## src/design/pwm_pkg.sv

```systemverilog
// Package for the 16-bit timer PWM block: register map, field positions,
// reset values, source codes, config structs and the channel state type.
// Assumes a 32-bit AXI4-Lite register bus with byte addresses.
package pwm_pkg;
   // Register byte offsets
   localparam logic [7:0] ADDR_CTRL = 8'h00;
   localparam logic [7:0] ADDR_MODE = 8'h04;
   localparam logic [7:0] ADDR_TIMER = 8'h08;
   localparam logic [7:0] ADDR_SRC0 = 8'h0C;
   localparam logic [7:0] ADDR_SRC1 = 8'h10;
   localparam logic [7:0] ADDR_SRC2 = 8'h14;
   localparam logic [7:0] ADDR_IRQ_STAT = 8'h18;
   localparam logic [7:0] ADDR_IRQ_CLR = 8'h1C;
   localparam logic [7:0] ADDR_IRQ_EN = 8'h20;
   localparam logic [7:0] ADDR_STATUS = 8'h24;
   // Field positions
   localparam int CTRL_START_BIT = 0;
   localparam int CTRL_DIV_BIT = 1;
   localparam int EXT_ENABLE_BIT = 3;
   localparam int STAT_PWM_BIT = 0;
   localparam int STAT_RUN_BIT = 1;
   // Which timer channel this instance is (selects the select nibble)
   localparam logic [2:0] CHANNEL_INDEX = 3'h0;
   // Reset values
   localparam logic [15:0] TIMER_RST = 16'h0000;
   localparam logic [7:0] SRC_RST = 8'h00;
   localparam logic [1:0] MODE_RST = 2'h0;
   // Frame length in count-source periods: 2^16 - 1
   localparam logic [15:0] FRAME_LEN = 16'hFFFF;
   // Extended source codes
   localparam logic [2:0] SRC_DIV1 = 3'h0;
   localparam logic [2:0] SRC_DIV8 = 3'h1;
   localparam logic [2:0] SRC_DIV32 = 3'h2;
   localparam logic [2:0] SRC_DIV64 = 3'h3;
   localparam logic [2:0] SRC_SLOW = 3'h5;
   localparam logic [2:0] SRC_SUB = 3'h6;
   // Legacy clock pair codes
   localparam logic [1:0] LEG_DIV1 = 2'h0;
   localparam logic [1:0] LEG_DIV8 = 2'h1;
   localparam logic [1:0] LEG_DIV32 = 2'h2;
   localparam logic [1:0] LEG_SUB = 2'h3;
   // Subclock divide-by-32 terminal count
   localparam logic [4:0] SUB_LAST = 5'h1F;
   // AXI responses
   localparam logic [1:0] RESP_OKAY = 2'h0;
   localparam logic [1:0] RESP_SLVERR = 2'h2;

   typedef struct packed {
      logic divider_bit;
      logic count_start;
   } ctrl_t;

   typedef struct packed {
      logic peripheral_divider_bit;
      logic extended_select_enable;
      logic [2:0] extended_source_code;
      logic [1:0] legacy_source;
   } src_cfg_t;

   typedef enum logic [1:0] {
      ST_IDLE = 2'b00,
      ST_ARMED = 2'b01,
      ST_RUN = 2'b10
   } pwm_state_t;
endpackage : pwm_pkg

```

## src/design/source_tick.sv

```systemverilog
// Count-source selector: turns the chosen source into a one-cycle tick.
// Assumes clk is the undivided timer clock; subclock and slow oscillator
// arrive as asynchronous pins and are synchronised here.
`timescale 1ns/1ps
`default_nettype none
module source_tick
   import pwm_pkg::*;
(
   // Clock and reset
   input wire logic clk,
   input wire logic rst_n,
   // Selection
   input wire src_cfg_t cfg,
   // Asynchronous source pins
   input wire logic subclock_in,
   input wire logic slow_osc_in,
   // Selected count-source tick
   output logic tick
);
   logic [5:0] pre_reg;
   logic [2:0] sub_sync_reg;
   logic [2:0] osc_sync_reg;
   logic [4:0] sub_cnt_reg;
   // Edges are taken from the second and third stages only
   wire sub_rise = sub_sync_reg[1] & ~sub_sync_reg[2];
   wire osc_rise = osc_sync_reg[1] & ~osc_sync_reg[2];

   always_ff @(posedge clk) begin
      if (!rst_n) begin
         pre_reg <= 6'h00;
         sub_sync_reg <= 3'h0;
         osc_sync_reg <= 3'h0;
         sub_cnt_reg <= 5'h00;
      end else begin
         pre_reg <= pre_reg + 6'h01;
         sub_sync_reg <= {sub_sync_reg[1:0], subclock_in};
         osc_sync_reg <= {osc_sync_reg[1:0], slow_osc_in};
         if (sub_rise) begin
            sub_cnt_reg <= sub_cnt_reg + 5'h01;
         end
      end
   end

   // RQ10 undivided or halved base
   wire t_base = cfg.peripheral_divider_bit ? 1'b1 : pre_reg[0];
   wire t_div8 = pre_reg[2:0] == 3'h7;
   wire t_div32 = pre_reg[4:0] == 5'h1F;
   wire t_div64 = pre_reg == 6'h3F;
   wire t_sub = sub_rise && (sub_cnt_reg == SUB_LAST);
   wire [1:0] leg = cfg.legacy_source;
   wire [2:0] ext = cfg.extended_source_code;
   // RQ8 legacy source pair
   wire t_leg = (leg == LEG_DIV1) ? t_base : (leg == LEG_DIV8) ? t_div8 :
                (leg == LEG_DIV32) ? t_div32 : t_sub;
   // RQ8 extended codes; unlisted codes stop the count
   wire t_ext = (ext == SRC_DIV1) ? t_base : (ext == SRC_DIV8) ? t_div8 :
                (ext == SRC_DIV32) ? t_div32 : (ext == SRC_DIV64) ? t_div64 :
                (ext == SRC_SLOW) ? osc_rise : (ext == SRC_SUB) ? t_sub : 1'b0;
   assign tick = cfg.extended_select_enable ? t_ext : t_leg;
   wire half_cfg = !cfg.extended_select_enable && leg == LEG_DIV1 && !cfg.peripheral_divider_bit;
endmodule : source_tick
`default_nettype wire

```

## src/design/timer_pwm_16bit.sv

```systemverilog
// 16-bit PWM timer channel with an AXI4-Lite register slave and interrupt.
// Assumes trigger and source pins are asynchronous to clk.
// Contract
// RQ1: Trigger rise while started begins count, output high
// RQ2: Output falls when high time elapses
// RQ3: Falling output sets interrupt request bit
// RQ4: Reload register loaded each frame, counting continues
// RQ5: Clearing start stops, holds count, output low
// RQ6: Frame 2^16-1 periods, high n periods
// RQ7: Timer zero keeps output low, no interrupt
// RQ8: Source chosen by legacy pair or extended code
// RQ9: Channel takes its nibble from shared select
// RQ10: Divider bit picks undivided or halved base
// RQ11: 16-bit variant, active-high output pulse
// RQ12: Changes on source ticks; trigger synchronised first
//
// The register addresses and register access over AXI4-Lite were decided locally.
`timescale 1ns/1ps
`default_nettype none
module timer_pwm_16bit
   import pwm_pkg::*;
(
   // Clock and reset
   input wire logic clk,
   input wire logic rst_n,
   // AXI4-Lite write
   input wire logic [7:0] s_axi_awaddr,
   input wire logic s_axi_awvalid,
   output logic s_axi_awready,
   input wire logic [31:0] s_axi_wdata,
   input wire logic [3:0] s_axi_wstrb,
   input wire logic s_axi_wvalid,
   output logic s_axi_wready,
   output logic [1:0] s_axi_bresp,
   output logic s_axi_bvalid,
   input wire logic s_axi_bready,
   // AXI4-Lite read
   input wire logic [7:0] s_axi_araddr,
   input wire logic s_axi_arvalid,
   output logic s_axi_arready,
   output logic [31:0] s_axi_rdata,
   output logic [1:0] s_axi_rresp,
   output logic s_axi_rvalid,
   input wire logic s_axi_rready,
   // Pins
   input wire logic trigger_input,
   input wire logic subclock_in,
   input wire logic slow_osc_in,
   output logic pwm_output,
   output logic irq
);
   ctrl_t ctrl_reg;
   logic [1:0] channel_mode_reg;
   logic [15:0] reload_reg;
   logic [7:0] source_select_reg0;
   logic [7:0] source_select_reg1;
   logic [3:0] source_select_reg2;
   logic irq_en_reg;
   logic irq_stat_reg;
   logic aw_hold_reg;
   logic w_hold_reg;
   logic [7:0] aw_addr_reg;
   logic [31:0] w_data_reg;
   logic [3:0] w_strb_reg;
   logic bvalid_reg;
   logic [1:0] bresp_reg;
   logic rvalid_reg;
   logic [31:0] rdata_reg;
   logic [1:0] rresp_reg;
   pwm_state_t state_reg, state_next;
   logic [15:0] cnt_reg, cnt_next;
   logic [15:0] frame_reg, frame_next;
   logic [15:0] n_run_reg, n_run_next;
   logic pwm_reg, pwm_next;
   logic pend_reg, pend_next;
   logic [2:0] trig_sync_reg;
   logic [15:0] hi_len_reg;
   logic tick;

   function automatic logic known(input logic [7:0] a);
      known = (a == ADDR_CTRL) || (a == ADDR_MODE) || (a == ADDR_TIMER) ||
              (a == ADDR_SRC0) || (a == ADDR_SRC1) || (a == ADDR_SRC2) ||
              (a == ADDR_IRQ_STAT) || (a == ADDR_IRQ_CLR) ||
              (a == ADDR_IRQ_EN) || (a == ADDR_STATUS);
   endfunction : known

   function automatic logic [31:0] merge(input logic [31:0] old,
                                         input logic [31:0] d,
                                         input logic [3:0] s);
      merge = old;
      for (int i = 0; i < 4; i++) begin
         if (s[i]) begin
            merge[8*i +: 8] = d[8*i +: 8];
         end
      end
   endfunction : merge

   // Register readback; the timer address shows the live counter
   function automatic logic [31:0] word(input logic [7:0] a);
      case (a)
         ADDR_CTRL: word = {30'h0, ctrl_reg};
         ADDR_MODE: word = {30'h0, channel_mode_reg};
         ADDR_TIMER: word = {16'h0, cnt_reg};
         ADDR_SRC0: word = {24'h0, source_select_reg0};
         ADDR_SRC1: word = {24'h0, source_select_reg1};
         ADDR_SRC2: word = {28'h0, source_select_reg2};
         ADDR_IRQ_STAT: word = {31'h0, irq_stat_reg};
         ADDR_IRQ_EN: word = {31'h0, irq_en_reg};
         ADDR_STATUS: word = {30'h0, state_reg == ST_RUN, pwm_reg};
         default: word = 32'h0000_0000;
      endcase
   endfunction : word

   // Bus handshakes
   assign s_axi_awready = !aw_hold_reg;
   assign s_axi_wready = !w_hold_reg;
   assign s_axi_arready = !rvalid_reg;
   assign s_axi_bvalid = bvalid_reg;
   assign s_axi_bresp = bresp_reg;
   assign s_axi_rvalid = rvalid_reg;
   assign s_axi_rdata = rdata_reg;
   assign s_axi_rresp = rresp_reg;
   wire wr_do = aw_hold_reg && w_hold_reg && !bvalid_reg;
   wire rd_do = s_axi_arvalid && !rvalid_reg;
   wire [31:0] wr_val = merge(word(aw_addr_reg), w_data_reg, w_strb_reg);
   wire wr_ctrl = wr_do && aw_addr_reg == ADDR_CTRL;
   wire wr_timer = wr_do && aw_addr_reg == ADDR_TIMER;
   wire wr_clr = wr_do && aw_addr_reg == ADDR_IRQ_CLR && wr_val[0];

   always_ff @(posedge clk) begin
      if (!rst_n) begin
         aw_hold_reg <= 1'b0;
         w_hold_reg <= 1'b0;
         aw_addr_reg <= 8'h00;
         w_data_reg <= 32'h0000_0000;
         w_strb_reg <= 4'h0;
         bvalid_reg <= 1'b0;
         bresp_reg <= RESP_OKAY;
      end else begin
         if (s_axi_awvalid && !aw_hold_reg) begin
            aw_hold_reg <= 1'b1;
            aw_addr_reg <= s_axi_awaddr;
         end else if (wr_do) begin
            aw_hold_reg <= 1'b0;
         end
         if (s_axi_wvalid && !w_hold_reg) begin
            w_hold_reg <= 1'b1;
            w_data_reg <= s_axi_wdata;
            w_strb_reg <= s_axi_wstrb;
         end else if (wr_do) begin
            w_hold_reg <= 1'b0;
         end
         if (wr_do) begin
            bvalid_reg <= 1'b1;
            bresp_reg <= known(aw_addr_reg) ? RESP_OKAY : RESP_SLVERR;
         end else if (s_axi_bready) begin
            bvalid_reg <= 1'b0;
         end
      end
   end

   always_ff @(posedge clk) begin
      if (!rst_n) begin
         rvalid_reg <= 1'b0;
         rdata_reg <= 32'h0000_0000;
         rresp_reg <= RESP_OKAY;
      end else if (rd_do) begin
         rvalid_reg <= 1'b1;
         rdata_reg <= word(s_axi_araddr);
         rresp_reg <= known(s_axi_araddr) ? RESP_OKAY : RESP_SLVERR;
      end else if (s_axi_rready) begin
         rvalid_reg <= 1'b0;
      end
   end

   // Configuration registers
   always_ff @(posedge clk) begin
      if (!rst_n) begin
         ctrl_reg <= '0;
         channel_mode_reg <= MODE_RST;
         reload_reg <= TIMER_RST;
         source_select_reg0 <= SRC_RST;
         source_select_reg1 <= SRC_RST;
         source_select_reg2 <= SRC_RST[3:0];
         irq_en_reg <= 1'b0;
      end else if (wr_do) begin
         case (aw_addr_reg)
            ADDR_CTRL: ctrl_reg <= wr_val[1:0];
            ADDR_MODE: channel_mode_reg <= wr_val[1:0];
            ADDR_TIMER: reload_reg <= wr_val[15:0];
            ADDR_SRC0: source_select_reg0 <= wr_val[7:0];
            ADDR_SRC1: source_select_reg1 <= wr_val[7:0];
            ADDR_SRC2: source_select_reg2 <= wr_val[3:0];
            ADDR_IRQ_EN: irq_en_reg <= wr_val[0];
            default: ctrl_reg <= ctrl_reg;
         endcase
      end
   end

   // RQ9 nibble of the shared select register for this channel
   wire [7:0] sel_byte = (CHANNEL_INDEX[2:1] == 2'h0) ? source_select_reg0 :
                         (CHANNEL_INDEX[2:1] == 2'h1) ? source_select_reg1 :
                         {4'h0, source_select_reg2};
   wire [3:0] sel_nib = CHANNEL_INDEX[0] ? sel_byte[7:4] : sel_byte[3:0];
   src_cfg_t src_cfg;
   assign src_cfg = {ctrl_reg.divider_bit, sel_nib[EXT_ENABLE_BIT], sel_nib[2:0],
                     channel_mode_reg};

   source_tick u_tick (
      .clk(clk),
      .rst_n(rst_n),
      .cfg(src_cfg),
      .subclock_in(subclock_in),
      .slow_osc_in(slow_osc_in),
      .tick(tick)
   );

   // RQ12 trigger synchronised, edge taken past the first stage
   wire trig_rise = trig_sync_reg[1] & ~trig_sync_reg[2];
   wire start = ctrl_reg.count_start;
   wire running = state_reg == ST_RUN;
   wire frame_end = running && start && tick && frame_reg == 16'h0001;
   // RQ3 high time elapsed within a running frame
   wire fall_evt = running && start && tick && pwm_reg && cnt_reg == 16'h0001;

   always_comb begin
      state_next = state_reg;
      cnt_next = cnt_reg;
      frame_next = frame_reg;
      n_run_next = n_run_reg;
      pwm_next = pwm_reg;
      pend_next = pend_reg;
      case (state_reg)
         ST_IDLE: begin
            pwm_next = 1'b0;
            pend_next = 1'b0;
            if (wr_timer) begin
               cnt_next = wr_val[15:0];
            end
            if (start) begin
               state_next = ST_ARMED;
            end
         end
         ST_ARMED: begin
            if (wr_timer) begin
               cnt_next = wr_val[15:0];
            end
            if (!start) begin
               state_next = ST_IDLE;
            end else if (pend_reg && tick) begin
               // RQ1 RQ11 start on a source tick, active-high pulse
               state_next = ST_RUN;
               pend_next = 1'b0;
               cnt_next = reload_reg;
               n_run_next = reload_reg;
               frame_next = FRAME_LEN;
               // RQ7 zero keeps output low
               pwm_next = reload_reg != 16'h0000;
            end else if (trig_rise) begin
               pend_next = 1'b1;
            end
         end
         ST_RUN: begin
            if (!start) begin
               // RQ5 stop, hold count, drive low
               state_next = ST_IDLE;
               pwm_next = 1'b0;
            end else if (frame_end) begin
               // RQ4 RQ6 reload after 2^16-1 periods
               frame_next = FRAME_LEN;
               cnt_next = reload_reg;
               n_run_next = reload_reg;
               pwm_next = reload_reg != 16'h0000;
            end else if (tick) begin
               frame_next = frame_reg - 16'h0001;
               if (cnt_reg != 16'h0000) begin
                  cnt_next = cnt_reg - 16'h0001;
               end
               // RQ2 fall after n periods
               if (fall_evt) begin
                  pwm_next = 1'b0;
               end
            end
         end
         default: state_next = ST_IDLE;
      endcase
   end

   always_ff @(posedge clk) begin
      if (!rst_n) begin
         state_reg <= ST_IDLE;
         cnt_reg <= TIMER_RST;
         frame_reg <= FRAME_LEN;
         n_run_reg <= TIMER_RST;
         pwm_reg <= 1'b0;
         pend_reg <= 1'b0;
         trig_sync_reg <= 3'h0;
      end else begin
         state_reg <= state_next;
         cnt_reg <= cnt_next;
         frame_reg <= frame_next;
         n_run_reg <= n_run_next;
         pwm_reg <= pwm_next;
         pend_reg <= pend_next;
         trig_sync_reg <= {trig_sync_reg[1:0], trigger_input};
      end
   end

   // RQ3 sticky request; a new fall beats a same-cycle clear
   always_ff @(posedge clk) begin
      if (!rst_n) begin
         irq_stat_reg <= 1'b0;
      end else begin
         irq_stat_reg <= fall_evt | (irq_stat_reg & ~wr_clr);
      end
   end

   assign irq = irq_stat_reg & irq_en_reg;
   assign pwm_output = pwm_reg;

   // Ticks spent high in the current frame, for checking only
   always_ff @(posedge clk) begin
      if (!rst_n || !running || frame_end) begin
         hi_len_reg <= 16'h0000;
      end else if (tick && pwm_reg) begin
         hi_len_reg <= hi_len_reg + 16'h0001;
      end
   end
endmodule : timer_pwm_16bit
`default_nettype wire

```

## config.mk

```make
export PLATFORM = sky130hd
export DESIGN_NAME = timer_pwm_16bit
export DESIGN_NICKNAME = d
export VERILOG_FILES = /design/src/design/pwm_pkg.sv /design/src/design/source_tick.sv /design/src/design/timer_pwm_16bit.sv
export SDC_FILE = /design/constraint.sdc
export NUM_CORES = 1
export LEC_CHECK = 0
export ABC_CLOCK_PERIOD_IN_PS = 5600
export BUFFER_PORTS_ARGS = -buffer_cell sky130_fd_sc_hd__buf_2
export CAP_MARGIN = 40
export CORE_AREA = 2 2 109 132
export CTS_BUF_LIST = sky130_fd_sc_hd__clkbuf_16
export DETAILED_ROUTE_END_ITERATION = 12
export DIE_AREA = 0 0 111 134
export MAX_ROUTING_LAYER = met4
export PLACE_DENSITY = 0.81
export SYNTH_ARGS = -nofsm -noshare
export SYNTH_HDL_FRONTEND = slang
export SYNTH_SLANG_ARGS = --single-unit
```

## constraint.sdc

```tcl
create_clock -name clk -period 5.6 [get_ports clk]
set_input_delay 0 -clock clk [delete_from_list [all_inputs] [get_ports clk]]
set_output_delay 0 -clock clk [all_outputs]
set_load 0.03 [all_outputs]
```

# Yosys cells after proc, flatten, opt, wreduce, memory -nomap -nowiden
# Cells that the tools add are included.
[word_totals] register_bits=164 latch_bits=0 mem_bits_rw=0 rom_bits=0 word_cells=204 n_memories=0
[classes] n_addsub=4 n_mul=0 n_div=0 order_cmp=0 eq_ne=44 shifts=0 n_mux=54 bitwise=10 n_reduce_logical=63
[ops] op="one-hot mux 16 bit (9 select lines)" n=2
[ops] op="2-to-1 mux 16 bit" n=12
[ops] op="== test 8 x 5 -> 1 bit, second input constant" n=8
[ops] op="one-hot mux 16 bit (3 select lines)" n=1
[ops] op="== test 16 x 1 -> 1 bit, second input constant" n=2
[ops] op="== test 8 x 4 -> 1 bit, second input constant" n=4
[ops] op="== test 8 x 6 -> 1 bit, second input constant" n=4
[ops] op="one-hot mux 16 bit (2 select lines)" n=1
[ops] op="nonzero test 16 bit" n=2
[ops] op="subtractor 16 x 1 -> 16 bit, second input constant" n=2
[ops] op="2-to-1 mux 1 bit" n=27
[ops] op="logical OR 1 bit" n=18
[ops] op="== test 8 x 3 -> 1 bit, second input constant" n=2
[ops] op="logical NOT 8 bit" n=2
[ops] op="2-to-1 mux 8 bit" n=2
[ops] op="logical AND 1 bit" n=15
[ops] op="AND reduction 2 bit" n=7
[ops] op="2-to-1 mux 2 bit" n=6
[ops] op="nonzero test 2 bit" n=6
[ops] op="== test 5 bit, second input constant" n=2
[ops] op="inequality test 2 bit, second input constant" n=5
[ops] op="AND reduction 5 bit" n=2
[ops] op="== test 3 bit, second input constant" n=3
[ops] op="adder 6 x 1 -> 6 bit, second input constant" n=1
[ops] op="23 further kinds" n=39

# Logic depth before layout (Yosys ltp)
# Gate-level depths: netlist of the first run.
[logic_depth] ltp_word=18 ltp_mapped=13

# Hierarchy
# From an unflattened synthesis of the first run, not the netlist that was laid out.
[unflattened] cells_unflattened=941 area_unflattened_um2=7717.4
[by_module_without_submodules] module="timer_pwm_16bit" n_inst=1 cells_each=867 area_each_um2=6962.9
[by_module_without_submodules] module="source_tick" n_inst=1 cells_each=74 area_each_um2=754.5

# Least setup slack after synthesis of the first run
# No wires, ideal clock.
[synth_path] path_type="reg-to-reg" startpoint="register u_tick.pre_reg[0]" endpoint="register cnt_reg[6]" arrival_time_ns=2.672 required_time_ns=5.514 setup_slack_ns=2.842 stages_incl_launch_ff=11 synth_period_minus_slack_ns=2.758 cell_sequence="dfxtp_1 ha_1 ha_1 and3b_1 a2111o_1 o221a_2 nand3_1 clkbuf_1 mux2i_1 a41oi_1 a211oi_1"
[synth_via] elab_chain_cells=11 elab_cells_between_ends=23 cone_classes="5 x eq/ne; 14 x mux; 4 x reduce/logical"
[synth_rtl] element="start, declared" line="source_tick.sv:20" text="logic [5:0] pre_reg;"
[synth_rtl] element="start signal, assigned" line="source_tick.sv:35" text="pre_reg <= pre_reg + 6'h01;"
[synth_rtl] element="== test 6 bit" line="source_tick.sv:48" text="wire t_div64 = pre_reg == 6'h3F;"
[synth_rtl] element="2-to-1 mux 1 bit (2 in a row)" line="source_tick.sv:57" text="(ext == SRC_DIV32) ? t_div32 : (ext == SRC_DIV64) ? t_div64 :"
[synth_rtl] element="2-to-1 mux 1 bit (2 in a row)" line="source_tick.sv:56" text="wire t_ext = (ext == SRC_DIV1) ? t_base : (ext == SRC_DIV8) ? t_div8 :"
[synth_rtl] element="2-to-1 mux 1 bit *" line="source_tick.sv:59" text="assign tick = cfg.extended_select_enable ? t_ext : t_leg;"
[synth_rtl] element="logical AND 1 bit (2 in a row)" line="timer_pwm_16bit.sv:222" text="wire frame_end = running && start && tick && frame_reg == 16'h0001;"
[synth_rtl] element="2-to-1 mux 16 bit" line="timer_pwm_16bit.sv:268" text="end else if (frame_end) begin"
[synth_rtl] element="2-to-1 mux 16 bit" line="timer_pwm_16bit.sv:264" text="if (!start) begin"
[synth_rtl] element="one-hot mux 16 bit (3 select lines)" line="timer_pwm_16bit.sv:233" text="case (state_reg)"
[synth_rtl] element="end signal, assigned" line="timer_pwm_16bit.sv:300" text="cnt_reg <= cnt_next;"
[synth_rtl] element="end, declared" line="timer_pwm_16bit.sv:71" text="logic [15:0] cnt_reg, cnt_next;"
# Mark *: on every way between the ends. The rest lies on a longest branch, timed or not. The select of a mux whose other input is x is not followed.
# A chain may end at the register's enable or synchronous reset.

# Worst setup path in the final report of the first run
[layout_path] startpoint="register state_reg[0]" endpoint="register cnt_reg[6]"
[layout_via] elab_chain_cells=7 elab_cells_between_ends=14 cone_classes="5 x eq/ne; 3 x mux; 6 x reduce/logical"
[layout_rtl] element="start, declared" line="timer_pwm_16bit.sv:70" text="pwm_state_t state_reg, state_next;"
[layout_rtl] element="start signal, assigned" line="timer_pwm_16bit.sv:299" text="state_reg <= state_next;"
[layout_rtl] element="== test 2 bit" line="timer_pwm_16bit.sv:221, timer_pwm_16bit.sv:233"
[layout_rtl] element="logical AND 1 bit (3 in a row)" line="timer_pwm_16bit.sv:222"
[layout_rtl] element="2-to-1 mux 16 bit" line="timer_pwm_16bit.sv:268"
[layout_rtl] element="2-to-1 mux 16 bit" line="timer_pwm_16bit.sv:264"
[layout_rtl] element="one-hot mux 16 bit (3 select lines)" line="timer_pwm_16bit.sv:233"
# Parallel ways exist; a longest one is shown, timed or not. The select of a mux whose other input is x is not followed.

==> metrics.yaml, run 1 <==
vdd_ir_drop_max_mv: 0.288
setup_tns_ns: 0
remaining_drc_errors: 0
count_of_different_cell_masters_after_synthesis: 82
clock_tree.root_cell: "sky130_fd_sc_hd__clkbuf_16"
setup_viol_count_final: 0
worstPathArrival_ns: 4.08
maximum_count_of_clock_buffers_along_a_single_path: 2
worstPathCellList: "inv_1, ha_1, clkinv_1, nor3_4, and3_1, mux2_2, a211oi_1, a211oi_1"
first_global_vias: 7325
cts-htree-levels: 4
core_area_mm2: 0.0136
syn-cell-area_mm2: 0.00799
timing.critical_path.fanout_max: 19
path_depth: 8
drtPass1Iterations: 5
io_pins: 105
globalRouteTotalUtil_pct: 30.6
mostFrequentLayoutCells: "146 x sky130_fd_sc_hd__dfxtp_1, 118 x sky130_fd_sc_hd__nand2_1, 92 x sky130_fd_sc_hd__nor2_1"
final_wtd_congestion: 0.938
wire_length_of_the_first_global_routing_pass_um: 36100
max_slew_margin_pct: 35.2
critical_path_required_ns: 5.90
synthesis.area_per_instance_um2: 8.37
asyncSetResetFlopFracSynth_pct: 0
ys_warn_count: 0
worst_setup_margin_ns: 1.82
initial_antenna_violation_count: 0
yosys_most_used_dff: "sky130_fd_sc_hd__dfxtp_1"
drt_iter0_markers: 603
wirelength_um: 21500
floorplan.initialDensity_pct: 58.8
synth-edff-count: 0
netSwitchingFraction_pct: 26.9
tritoncts_clock_tree: "built"
final_layout_size_suffix_gt1_share_pct: 14.2
worstRegToRegCells: 8
final_max_slew_viol_count: 0
slowest_delay_ns: 0.79
wl_per_cell_um: 17.9
final-hold-violation-count: 0
unrepaired_setup_endpoints_after_global_routing: "no"
critPathCaptureType: "flop"
power-per-cell-area_mw_per_mm2: 276
hpwl_after_dpl_um: 14300
top_family_by_delay_on_critical_path: "simple AND/OR/NAND/NOR gates"
max_freq_mhz: 265
run_status: "complete, no violations"
vias: 7420
fin_nets: 1092
tcrit_tclk_final_pct: 67.4
place.port_buffers: 68
die_h_um: 134
layout_min_cycle_time_ns: 3.78
netlist_instances: 954
total_leakage_power_uw: 0.00350
cts_buffers: 17
final_common_cell: "sky130_fd_sc_hd__dfxtp_1"
timing.hold.worst_path_depth: 4
maximum_number_of_pins_on_one_net_before_global_route_repair: 70
p_int_uw: 1850
dp_slack_ns: 1.89
rows: 47
ant_nets: 0
clock_sinks: 146
vias_per_cell: 6.18
clk-insertion-delay-late_ns: 0.43
register_bit_count_reported_by_yosys: 146
max_slew.worst_pin.slew_ns: 0.969
critPathSlowestCell: "sky130_fd_sc_hd__and3_1"
grt.overflow.total: 0
cp-start-kind: "flop"
ys_seq_area_share_pct: 36.6
final_core_util_pct: 67.6
width_of_the_chip_um: 111
cts.reportedPaths.clkPinSlew_ns: 0.06
insertedDiodeCount: 0
power_frac_clock_pct: 43.6
pwr-share-comb_pct: 12.6
max_cap_viol_count: 0
worstSetupPathType: "flop to flop"
crit_top_cell: "sky130_fd_sc_hd__a211oi_1"
worst-path-buf-inv: 2
min_path_type: "input pin to flop"
die_area_mm2: 0.0149
fin_skew_ns: 0.00833
power.share.sequential_pct: 43.8
cts.repair_timing.setup_buffer_count: 0
area.growth.synth_to_final_pct: 15.0
power.switching_uw: 682
[final cells by class]
type / count / area, um2
Inverter: 20 / 75.1
Fill cell: 1078 / 4400
Sequential cell: 146 / 2920
Clock inverter: 15 / 144
Multi-Input combinational cell: 724 / 4650
Clock buffer: 17 / 425
Timing Repair Buffer: 108 / 753
Tap cell: 171 / 214
[path summary, 6_finish.rpt]
check	start	to	slack (ns)
worst max-delay path	state_reg[0]	cnt_reg[6]	1.82
worst min-delay path	s_axi_araddr[4]	s_axi_rresp[1]	0.08
worst max register to register	state_reg[0]	cnt_reg[6]	1.82
worst min register to register	trig_sync_reg[0]	trig_sync_reg[1]	0.43
[repair_timing]
item | in CTS | in global routing
hold endpoints to repair | 33 | 0
hold buffers | 34 | 0
resized for setup | 0 | 0
endpoints found under the setup margin | 0 | 0
[layer usage]
layer / wire, um / GRT usage, % / up-vias
li1: - / - / 3573
met1: 8680 / 35.6 / 3462
met2: 10600 / 50.4 / 323
met3: 1510 / 6.24 / 62
met4: 718 / 15.1 / 0
met5: 0 / - / -
[per-stage QoR]
| step | cells | hold WS [ns] | power [uW] | instance area (um2) |
|---|---|---|---|---|
| 2_1_floorplan | 971 | 0.0990 | 1360 | 8050 |
| 3_3_place_gp | 1131 | 0.190 | 1410 | 8220 |
| 3_5_place_dp | 1135 | 0.191 | 1420 | 8280 |
| 4_1_cts | 1201 | 0.0787 | 2530 | 9190 |
| 5_1_grt | 1201 | 0.119 | 2620 | 9190 |
| 6_report | 1201 | 0.0820 | 2530 | 9190 |
[power groups by stage]
stage / clock network (uW) / logic (uW) / registers, uW
3_5_place_dp: 0 / 293 / 1130
5_1_grt: 1150 / 352 / 1110
3_3_place_gp: 0 / 284 / 1130
4_1_cts: 1110 / 314 / 1110
6_report: 1100 / 320 / 1110
2_1_floorplan: 0 / 249 / 1110
[worst register-to-register path, delay by kind of cell, from the launching register on]
kind | cells | cell delay, ns
simple gates | 2 | 1.21
flops | 1 | 0.32
buf+inv | 2 | 0.65
fa+ha+maj | 1 | 0.73
mux | 1 | 0.42
compound gates | 2 | 0.32
[logic make-up (layout without fill, tap and decap cells)]
logic type	Yosys count	in the layout	synth area share, %
buffers and inverters	101	160	5.95
multiplexers	75	75	9.82
other	1	18	0.0469
flip-flops	146	146	36.6
XOR/XNOR	32	32	3.51
adder cells (fa/ha/maj)	13	13	2.04
AND/OR/NAND/NOR	378	378	23.4
AO/OA/AOI/OAI	208	208	18.6
[synth_stat cells, types with 23 or more instances]
library cell	instances	share of area, %
sky130_fd_sc_hd__a211oi_1	31	2.9
sky130_fd_sc_hd__a21oi_1	53	3.3
sky130_fd_sc_hd__a22oi_1	25	2.3
sky130_fd_sc_hd__clkbuf_1	51	2.4
sky130_fd_sc_hd__dfxtp_1	146	37
sky130_fd_sc_hd__mux2_2	25	3.5
sky130_fd_sc_hd__mux2i_1	48	6.0
sky130_fd_sc_hd__nand2_1	118	5.5
sky130_fd_sc_hd__nand3_1	24	1.5
sky130_fd_sc_hd__nor2_1	92	4.3
sky130_fd_sc_hd__nor3_1	23	1.4
sky130_fd_sc_hd__nor4_1	30	2.3
No activity file was read; power rests on OpenSTA's default activity.
==> run 2: changes to the inputs <==
--- a/config.mk
+++ b/config.mk
@@ -5,15 +5,16 @@
 export SDC_FILE = /design/constraint.sdc
 export NUM_CORES = 1
 export LEC_CHECK = 0
-export ABC_CLOCK_PERIOD_IN_PS = 5600
+export ABC_AREA = 1
+export ABC_CLOCK_PERIOD_IN_PS = 3440
 export BUFFER_PORTS_ARGS = -buffer_cell sky130_fd_sc_hd__buf_2
 export CAP_MARGIN = 40
-export CORE_AREA = 2 2 109 132
+export CORE_AREA = 2 2 118 142
 export CTS_BUF_LIST = sky130_fd_sc_hd__clkbuf_16
 export DETAILED_ROUTE_END_ITERATION = 12
-export DIE_AREA = 0 0 111 134
+export DIE_AREA = 0 0 120 144
 export MAX_ROUTING_LAYER = met4
-export PLACE_DENSITY = 0.81
+export PLACE_DENSITY = 0.76
 export SYNTH_ARGS = -nofsm -noshare
 export SYNTH_HDL_FRONTEND = slang
 export SYNTH_SLANG_ARGS = --single-unit
==> constraint.sdc (replaced) <==
create_clock -name clk -period 3.44 [get_ports clk]
set_input_delay 0 -clock clk [delete_from_list [all_inputs] [get_ports clk]]
set_output_delay 0 -clock clk [all_outputs]
set_load 0.03 [all_outputs]
==> run 2 against run 1 <==
- non-clock buffer count rose by 8
- area after synthesis rose by 3.7%
- clock power rose by 66%
- sequential power rose by 65%
- maximum frequency rose by 37%
- critical path type unchanged
- critical endpoint is now cnt_reg[13]
- largest cell class unchanged
- largest power group unchanged
==> metrics.yaml, run 2 <==
netSwitchingFraction_pct: 31.2  # +4.3 points
maximum_number_of_pins_on_one_net_before_global_route_repair: 76  # +8.6%
run_status: "complete, no violations"
power-per-cell-area_mw_per_mm2: 464  # +68%
die_area_mm2: 0.0173  # +16%
mostFrequentLayoutCells: "304 x sky130_fd_sc_hd__nand2_1, 146 x sky130_fd_sc_hd__dfxtp_1, 134 x sky130_fd_sc_hd__inv_1"
floorplan.initialDensity_pct: 51.7  # -7.1 points
max_freq_mhz: 364  # +37%
synth.largest_area_cell: "sky130_fd_sc_hd__dfxtp_1"
setup_viol_count_final: 0  # unchanged
final_wtd_congestion: 0.947  # +0.99%
fin_skew_ns: 0.00928  # +0.000954 ns
cts.repair_timing.setup_buffer_count: 0  # unchanged
top_family_by_delay_on_critical_path: "simple AND/OR/NAND/NOR gates"
max_cap_viol_count: 0  # unchanged
worstPathArrival_ns: 3.05  # -1.03 ns
first_global_vias: 7747  # +5.8%
clock_sinks: 146  # unchanged
synthMuxAreaShare_pct: 0  # -9.8 points
drtPass1Iterations: 6  # +1
worstPathCellList: "ha_1, inv_1, nor3_1, ha_1, nand3_1, o21ai_1, nand3_1, nand2_4, nand3_4, inv_2, nand2_1, nand3_1, nand3_1, nand2_1, a21oi_1"
vdd_ir_drop_max_mv: 0.294  # +2.0%
synthesis.area_per_instance_um2: 6.62  # -21%
grt.overflow.total: 0  # unchanged
cts-resized-gates: 0  # unchanged
critical_path_required_ns: 3.74  # -2.16 ns
count_of_different_cell_masters_after_synthesis: 53  # -35%
final_cell_count_no_fill: 1559  # +30%
rows: 51  # +8.5%
hold_path.startpoint: "s_axi_arvalid"
synth_xor_xnor_area_share_pct: 1.90  # -1.6 points
layout.area.seq_mm2: 0.00292  # unchanged
multi_input_comb_area_mm2: 0.00448  # -3.8%
critPathSlowestCell: "sky130_fd_sc_hd__dfxtp_1"
max_slew_margin_pct: 54.2  # +19 points
cp-start-kind: "flop"
wirelength_um: 22600  # +5.2%
synth.top_cells.by_count: "304 x sky130_fd_sc_hd__nand2_1, 146 x sky130_fd_sc_hd__dfxtp_1, 134 x sky130_fd_sc_hd__inv_1"
final_max_slew_viol_count: 0  # unchanged
place.detailed.instances: 1493  # +32%
netlist_instances: 1251  # +31%
initial_antenna_violation_count: 0  # unchanged
remaining_drc_errors: 0  # unchanged
final-hold-violation-count: 0  # unchanged
layout_min_cycle_time_ns: 2.75  # -1.03 ns
synth_top_family_by_area: "simple AND/OR/NAND/NOR gates"
min_path_type: "input pin to flop"
power.switching_uw: 1380  # +100%
width_of_the_chip_um: 120  # +8.1%
hpwl_after_dpl_um: 15500  # +8.5%
vias: 8395  # +13%
tcrit_tclk_final_pct: 80.0  # +13 points
area.growth.synth_to_final_pct: 15.3
timing.critical_path.fanout_max: 19  # unchanged
wire_length_of_the_first_global_routing_pass_um: 36900  # +2.4%
final_layout_size_suffix_gt1_share_pct: 11.6  # -2.6 points
place.port_buffers: 68  # unchanged
max_slew.worst_pin.slew_ns: 0.686  # -0.283 ns
timing.critical_path.from: "u_tick.sub_cnt_reg[1]"
synth_compound_area_share_pct: 15.5  # -3.1 points
final_common_cell: "sky130_fd_sc_hd__nand2_1"
drt_iter0_markers: 565  # -6.3%
crit_top_cell: "sky130_fd_sc_hd__nand3_1"
synth-edff-count: 0  # unchanged
insertedDiodeCount: 0  # unchanged
pwr-share-comb_pct: 17.3  # +4.7 points
reg2reg_from: "u_tick.sub_cnt_reg[1]"
die_h_um: 144  # +7.5%
cts_buffers: 17  # unchanged
synth-adder-area-share_pct: 1.96  # -0.072 points
worst-path-buf-inv: 2  # unchanged
io_pins: 105  # unchanged
maximum_count_of_clock_buffers_along_a_single_path: 2  # unchanged
power.share.sequential_pct: 41.3  # -2.5 points
unrepaired_setup_endpoints_after_global_routing: "no"
power_frac_clock_pct: 41.4  # -2.2 points
clk-insertion-delay-late_ns: 0.43  # about the same
vias_per_cell: 5.38  # -13%
synth_simple_gate_area_share_pct: 33.8  # +10 points
wl_per_cell_um: 14.5  # -19%
critPathCaptureType: "flop"
register_bit_count_reported_by_yosys: 146  # unchanged
ant_nets: 0  # unchanged
fin_nets: 1409  # +29%
tritoncts_clock_tree: "built"
filler_cell_count: 1495  # +39%
clock_tree.root_cell: "sky130_fd_sc_hd__clkbuf_16"
worstSetupPathType: "flop to flop"
ys_warn_count: 0  # unchanged
p_int_uw: 3050  # +65%
syn-cell-area_mm2: 0.00828  # +3.7%
asyncSetResetFlopFracSynth_pct: 0  # unchanged
yosys_most_used_dff: "sky130_fd_sc_hd__dfxtp_1"
globalRouteTotalUtil_pct: 27.5  # -3.1 points
cts-htree-levels: 4  # unchanged
core_area_mm2: 0.0160  # +18%
cts.reportedPaths.clkPinSlew_ns: 0.07  # about the same
post-synth-top-count-cell: "sky130_fd_sc_hd__nand2_1"
setup_tns_ns: 0  # unchanged
slowest_delay_ns: 0.35  # -0.44 ns
ys_seq_area_share_pct: 35.3  # -1.3 points
netlist_top_cells_area: "sky130_fd_sc_hd__dfxtp_1 35%, sky130_fd_sc_hd__nand2_1 14%, sky130_fd_sc_hd__nand3_1 7.2%"
yosysTopAreaCellShare_pct: 35.3  # -1.3 points
total_leakage_power_uw: 0.00424  # +21%
run 2: changes by cell type after synthesis, moves of 27 or more:
cell                       delta
sky130_fd_sc_hd__a211oi_1    -30
sky130_fd_sc_hd__a21oi_1     +45
sky130_fd_sc_hd__clkbuf_1    -29
sky130_fd_sc_hd__inv_1      +118
sky130_fd_sc_hd__mux2i_1     -48
sky130_fd_sc_hd__nand2_1    +186
sky130_fd_sc_hd__nand3_1     +95
sky130_fd_sc_hd__nor2_1      +41
sky130_fd_sc_hd__nor4_1      -27
sky130_fd_sc_hd__o21ai_0     +60
run 2: final cells by class:
type,count,area share [%]
clock buffer,17,4.45
clock inverter,15,1.52
inverter,142,5.58
multi-input combinational,911,46.9
sequential,146,30.6
tap,212,2.78
timing repair buffer,116,8.23
run 2: cells by family (layout without fill, tap and decap cells):
kind of cell | Yosys count | after routing
compound gates | 227 | 227
xor+xnor | 18 | 18
fa+ha+maj | 13 | 13
buf+inv | 211 | 290
flops | 146 | 146
other cells | 1 | 18
simple gates | 635 | 635
run 2: worst paths after layout:
path / cells past startpoint / endpoint / slack (ns)
hold / removal: 5 / s_axi_rdata[1] / 0.07
setup reg to reg: 15 / cnt_reg[13] / 0.69
hold reg to reg: 2 / trig_sync_reg[1] / 0.41
setup / recovery: 15 / cnt_reg[13] / 0.69
run 2: through the flow:
step / area [um2] / hold slack, ns / worst slack (ns) / power [uW] / utilization (%)
4_1_cts: 9550 / 0.0728 / 0.746 / 4430 / 59.6
3_3_place_gp: 8640 / 0.186 / 0.816 / 2580 / 54.0
3_5_place_dp: 8640 / 0.186 / 0.768 / 2590 / 54.0
2_1_floorplan: 8350 / 0.0976 / 1.31 / 2430 / -
6_report: 9550 / 0.0738 / 0.689 / 4430 / 59.6
5_1_grt: 9550 / 0.0995 / 0.395 / 4630 / 59.6
run 2: timing repair:
item	in CTS	in global routing
setup endpoints to repair	0	0
endpoints found under the hold margin	35	0
hold buffers	34	0
run 2: power by group through the flow:
stage | logic [uW] | clock network (uW) | registers, uW
2_1_floorplan | 584 | 0 | 1840
3_3_place_gp | 713 | 0 | 1860
3_5_place_dp | 724 | 0 | 1860
4_1_cts | 760 | 1840 | 1830
5_1_grt | 869 | 1920 | 1840
6_report | 767 | 1830 | 1830
run 2: per-layer routing:
metal | part of all wire [%] | track usage [%] | vias to the layer above | wire length, um
met5 | 0 | - | - | 0
met4 | 3.1 | 12.8 | 0 | 705
met2 | 48 | 45.5 | 313 | 10900
li1 | - | - | 4221 | -
met1 | 42 | 32.0 | 3806 | 9410
met3 | 7.2 | 5.99 | 55 | 1640
run 2: worst register-to-register path, cell delays in order, from the launching register on:
cell                      delay [ns]
sky130_fd_sc_hd__dfxtp_1        0.35
sky130_fd_sc_hd__ha_1           0.18
sky130_fd_sc_hd__inv_1          0.06
sky130_fd_sc_hd__nor3_1         0.16
sky130_fd_sc_hd__ha_1           0.17
sky130_fd_sc_hd__nand3_1        0.12
sky130_fd_sc_hd__o21ai_1        0.14
sky130_fd_sc_hd__nand3_1        0.19
sky130_fd_sc_hd__nand2_4        0.23
sky130_fd_sc_hd__nand3_4        0.27
sky130_fd_sc_hd__inv_2          0.33
sky130_fd_sc_hd__nand2_1        0.10
sky130_fd_sc_hd__nand3_1        0.09
sky130_fd_sc_hd__nand3_1        0.07
sky130_fd_sc_hd__nand2_1        0.09
sky130_fd_sc_hd__a21oi_1        0.06
==> run 3: changes to the inputs <==
--- a/config.mk
+++ b/config.mk
@@ -6,15 +6,15 @@
 export NUM_CORES = 1
 export LEC_CHECK = 0
 export ABC_AREA = 1
-export ABC_CLOCK_PERIOD_IN_PS = 3440
+export ABC_CLOCK_PERIOD_IN_PS = 2800
 export BUFFER_PORTS_ARGS = -buffer_cell sky130_fd_sc_hd__buf_2
 export CAP_MARGIN = 40
-export CORE_AREA = 2 2 118 142
+export CORE_AREA = 2 2 112 135
 export CTS_BUF_LIST = sky130_fd_sc_hd__clkbuf_16
 export DETAILED_ROUTE_END_ITERATION = 12
-export DIE_AREA = 0 0 120 144
+export DIE_AREA = 0 0 114 137
 export MAX_ROUTING_LAYER = met4
-export PLACE_DENSITY = 0.76
+export PLACE_DENSITY = 0.8
 export SYNTH_ARGS = -nofsm -noshare
 export SYNTH_HDL_FRONTEND = slang
 export SYNTH_SLANG_ARGS = --single-unit
==> constraint.sdc (replaced) <==
create_clock -name clk -period 2.8 [get_ports clk]
set_input_delay 0 -clock clk [delete_from_list [all_inputs] [get_ports clk]]
set_output_delay 0 -clock clk [all_outputs]
set_load 0.03 [all_outputs]
==> run 3 against run 2 <==
- global-route usage rose by 3.3 points
- first-iteration DRC count grew 45%
- combinational power up 27%
- sequential power increased by 22%
- clock power is 24% higher
- die area decreased by 9.6%
- sequential cell count unchanged
- final cell count fell by 1.0%
- cell area grew 1.4%
- highest routed layer unchanged
==> metrics.yaml, run 3 (synthesis results as in run 2) <==
run_status: "complete, no violations"
top_family_by_delay_on_critical_path: "simple AND/OR/NAND/NOR gates"
wl_per_cell_um: 15.1  # +3.7%
critPathSlowestCell: "sky130_fd_sc_hd__a21oi_4"
area.growth.synth_to_final_pct: 16.9
clk-insertion-delay-late_ns: 0.43  # about the same
worstRegToRegCells: 17  # +2
floorplan.initialDensity_pct: 57.9  # +6.2 points
final_core_util_pct: 67.8  # +8.1 points
drtPass1Iterations: 6  # unchanged
max_cap_viol_count: 0  # unchanged
max_slew.worst_pin.slew_ns: 0.745  # +0.0584 ns
filler_cell_count: 1214  # -19%
power-per-cell-area_mw_per_mm2: 566  # +22%
grt.overflow.total: 0  # unchanged
final_wtd_congestion: 0.938  # -0.91%
layout_min_cycle_time_ns: 2.58  # -0.176 ns
cts_buffers: 17  # unchanged
globalRouteTotalUtil_pct: 30.8  # +3.3 points
rows: 48  # -5.9%
tcrit_tclk_final_pct: 92.0  # +12 points
worst-path-buf-inv: 3  # +1
vias: 8605  # +2.5%
cts-htree-levels: 4  # unchanged
cp-start-kind: "flop"
worstPathCellList: "ha_1, inv_1, nor3_1, ha_1, nand3_1, nor2_1, nor2_1, nor2_2, nand2_2, nand2_4, nand2_4, inv_2, nor2_4, nor2_8, buf_4, a21oi_4, o211ai_1"
power_uw: 5480  # +24%
critical_path_required_ns: 3.09  # -0.65 ns
clock_sinks: 146  # unchanged
hpwl_after_dpl_um: 15800  # +1.5%
timing.rr.end: "frame_reg[12]"
dp_slack_ns: 0.177  # -0.592 ns
hold_path.startpoint: "s_axi_arvalid"
worst_setup_margin_ns: 0.225  # -0.464 ns
worstPathArrival_ns: 2.86  # -0.19 ns
maximum_count_of_clock_buffers_along_a_single_path: 2  # unchanged
final_layout_size_suffix_gt1_share_pct: 13.0  # +1.4 points
ant_nets: 0  # unchanged
slowest_delay_ns: 0.33  # -0.02 ns
setup_tns_ns: 0  # unchanged
io_pins: 105  # unchanged
die_h_um: 137  # -4.9%
fin_nets: 1430  # +1.5%
multi_input_comb_area_mm2: 0.00448  # +0.20%
wirelength_um: 23200  # +2.7%
min_delay_worst_endpoint: "s_axi_rdata[2]"
initial_antenna_violation_count: 0  # unchanged
layout.area.seq_mm2: 0.00292  # unchanged
min_path_type: "input pin to flop"
design_area_mm2: 0.00969  # +1.4%
worstSetupPathType: "flop to flop"
core_area_mm2: 0.0143  # -11%
mostFrequentLayoutCells: "304 x sky130_fd_sc_hd__nand2_1, 146 x sky130_fd_sc_hd__dfxtp_1, 134 x sky130_fd_sc_hd__inv_1"
die_area_mm2: 0.0156  # -9.6%
max_freq_mhz: 388  # +6.8%
cts.reportedPaths.clkPinSlew_ns: 0.06  # about the same
critPathCaptureType: "flop"
final_common_cell: "sky130_fd_sc_hd__nand2_1"
fin_skew_ns: 0.00924  # -0.0000400 ns
wire_length_of_the_first_global_routing_pass_um: 37500  # +1.4%
insertedDiodeCount: 0  # unchanged
total_leakage_power_uw: 0.00436  # +2.7%
tritoncts_clock_tree: "built"
postPlaceCellArea_mm2: 0.00867  # +0.33%
reg2reg_from: "u_tick.sub_cnt_reg[0]"
setup_viol_count_final: 0  # unchanged
final_max_slew_viol_count: 0  # unchanged
place.port_buffers: 68  # unchanged
max_slew_margin_pct: 50.3  # -4.0 points
first_global_vias: 7846  # +1.3%
final-hold-violation-count: 0  # unchanged
r2r_setup_slack_ns: 0.22  # -0.46 ns
vdd_ir_drop_max_mv: 0.489  # +66%
maximum_number_of_pins_on_one_net_before_global_route_repair: 76  # unchanged
timing.critical_path.fanout_max: 13  # -6
timing.hold.worst_path_depth: 5  # unchanged
width_of_the_chip_um: 114  # -5.0%
remaining_drc_errors: 0  # unchanged
drt_iter0_markers: 822  # +45%
clock_tree.root_cell: "sky130_fd_sc_hd__clkbuf_16"
vias_per_cell: 5.58  # +3.6%
## run 3: metrics by stage
| step | hold slack (ns) | instances |
|---|---|---|
| after detailed placement | 0.190 | 1466 |
| after CTS | 0.0674 | 1531 |
| after global routing | 0.105 | 1543 |
| after floorplan | 0.0976 | 1268 |
| final | 0.0756 | 1543 |
| after global placement | 0.185 | 1466 |
## run 3: routing by layer
metal / GRT usage [%] / up-vias / wire length (um)
met4: 14.0 / 0 / 790
met5: - / - / 0
li1: - / 4262 / -
met3: 4.30 / 68 / 1650
met2: 52.3 / 366 / 11400
met1: 36.2 / 3909 / 9400
## run 3: worst max path at each step
stage / start / to / slack, ns / cells past startpoint
after detailed placement: u_tick.sub_cnt_reg[1] / cnt_reg[8] / 0.18 / 14
after global routing: u_tick.sub_cnt_reg[1] / frame_reg[6] / -0.02 / 17
final: u_tick.sub_cnt_reg[0] / frame_reg[12] / 0.22 / 17
after global placement: u_tick.sub_cnt_reg[0] / cnt_reg[8] / 0.26 / 14
after CTS: u_tick.sub_cnt_reg[1] / cnt_reg[8] / 0.14 / 14
after floorplan: u_tick.sub_cnt_reg[0] / frame_reg[2] / 0.67 / 16
## run 3: cell type report
cell class              count  area share [%]
clock inverters            15            1.64
flip-flops and latches    146            30.2
multi-input cells         911            46.3
repair buffers            137            9.71
well taps                 175            2.26
clock buffers              17            4.39
inverters                 142            5.53
## run 3: power breakdown
part           switching [uW]  leakage, uW  internal, uW
sequential               75.4      0.00119          2160
clock                     948     0.000287          1320
combinational             628      0.00288           349
## run 3: repair_timing
action	in CTS	in global routing
hold buffers	33	0
hold endpoints to repair	33	0
endpoints found under the setup margin	0	24
buffers inserted	0	12
resized for setup	0	4
## run 3: worst reg2reg max path: cells and delay by family (launching register included)
family	cells	cell delay, ns
AOI/OAI and AO/OA	2	0.48
DFF	1	0.32
buffers and inverters	3	0.27
and+or+nand+nor	10	0.99
adders and majority gates	2	0.39
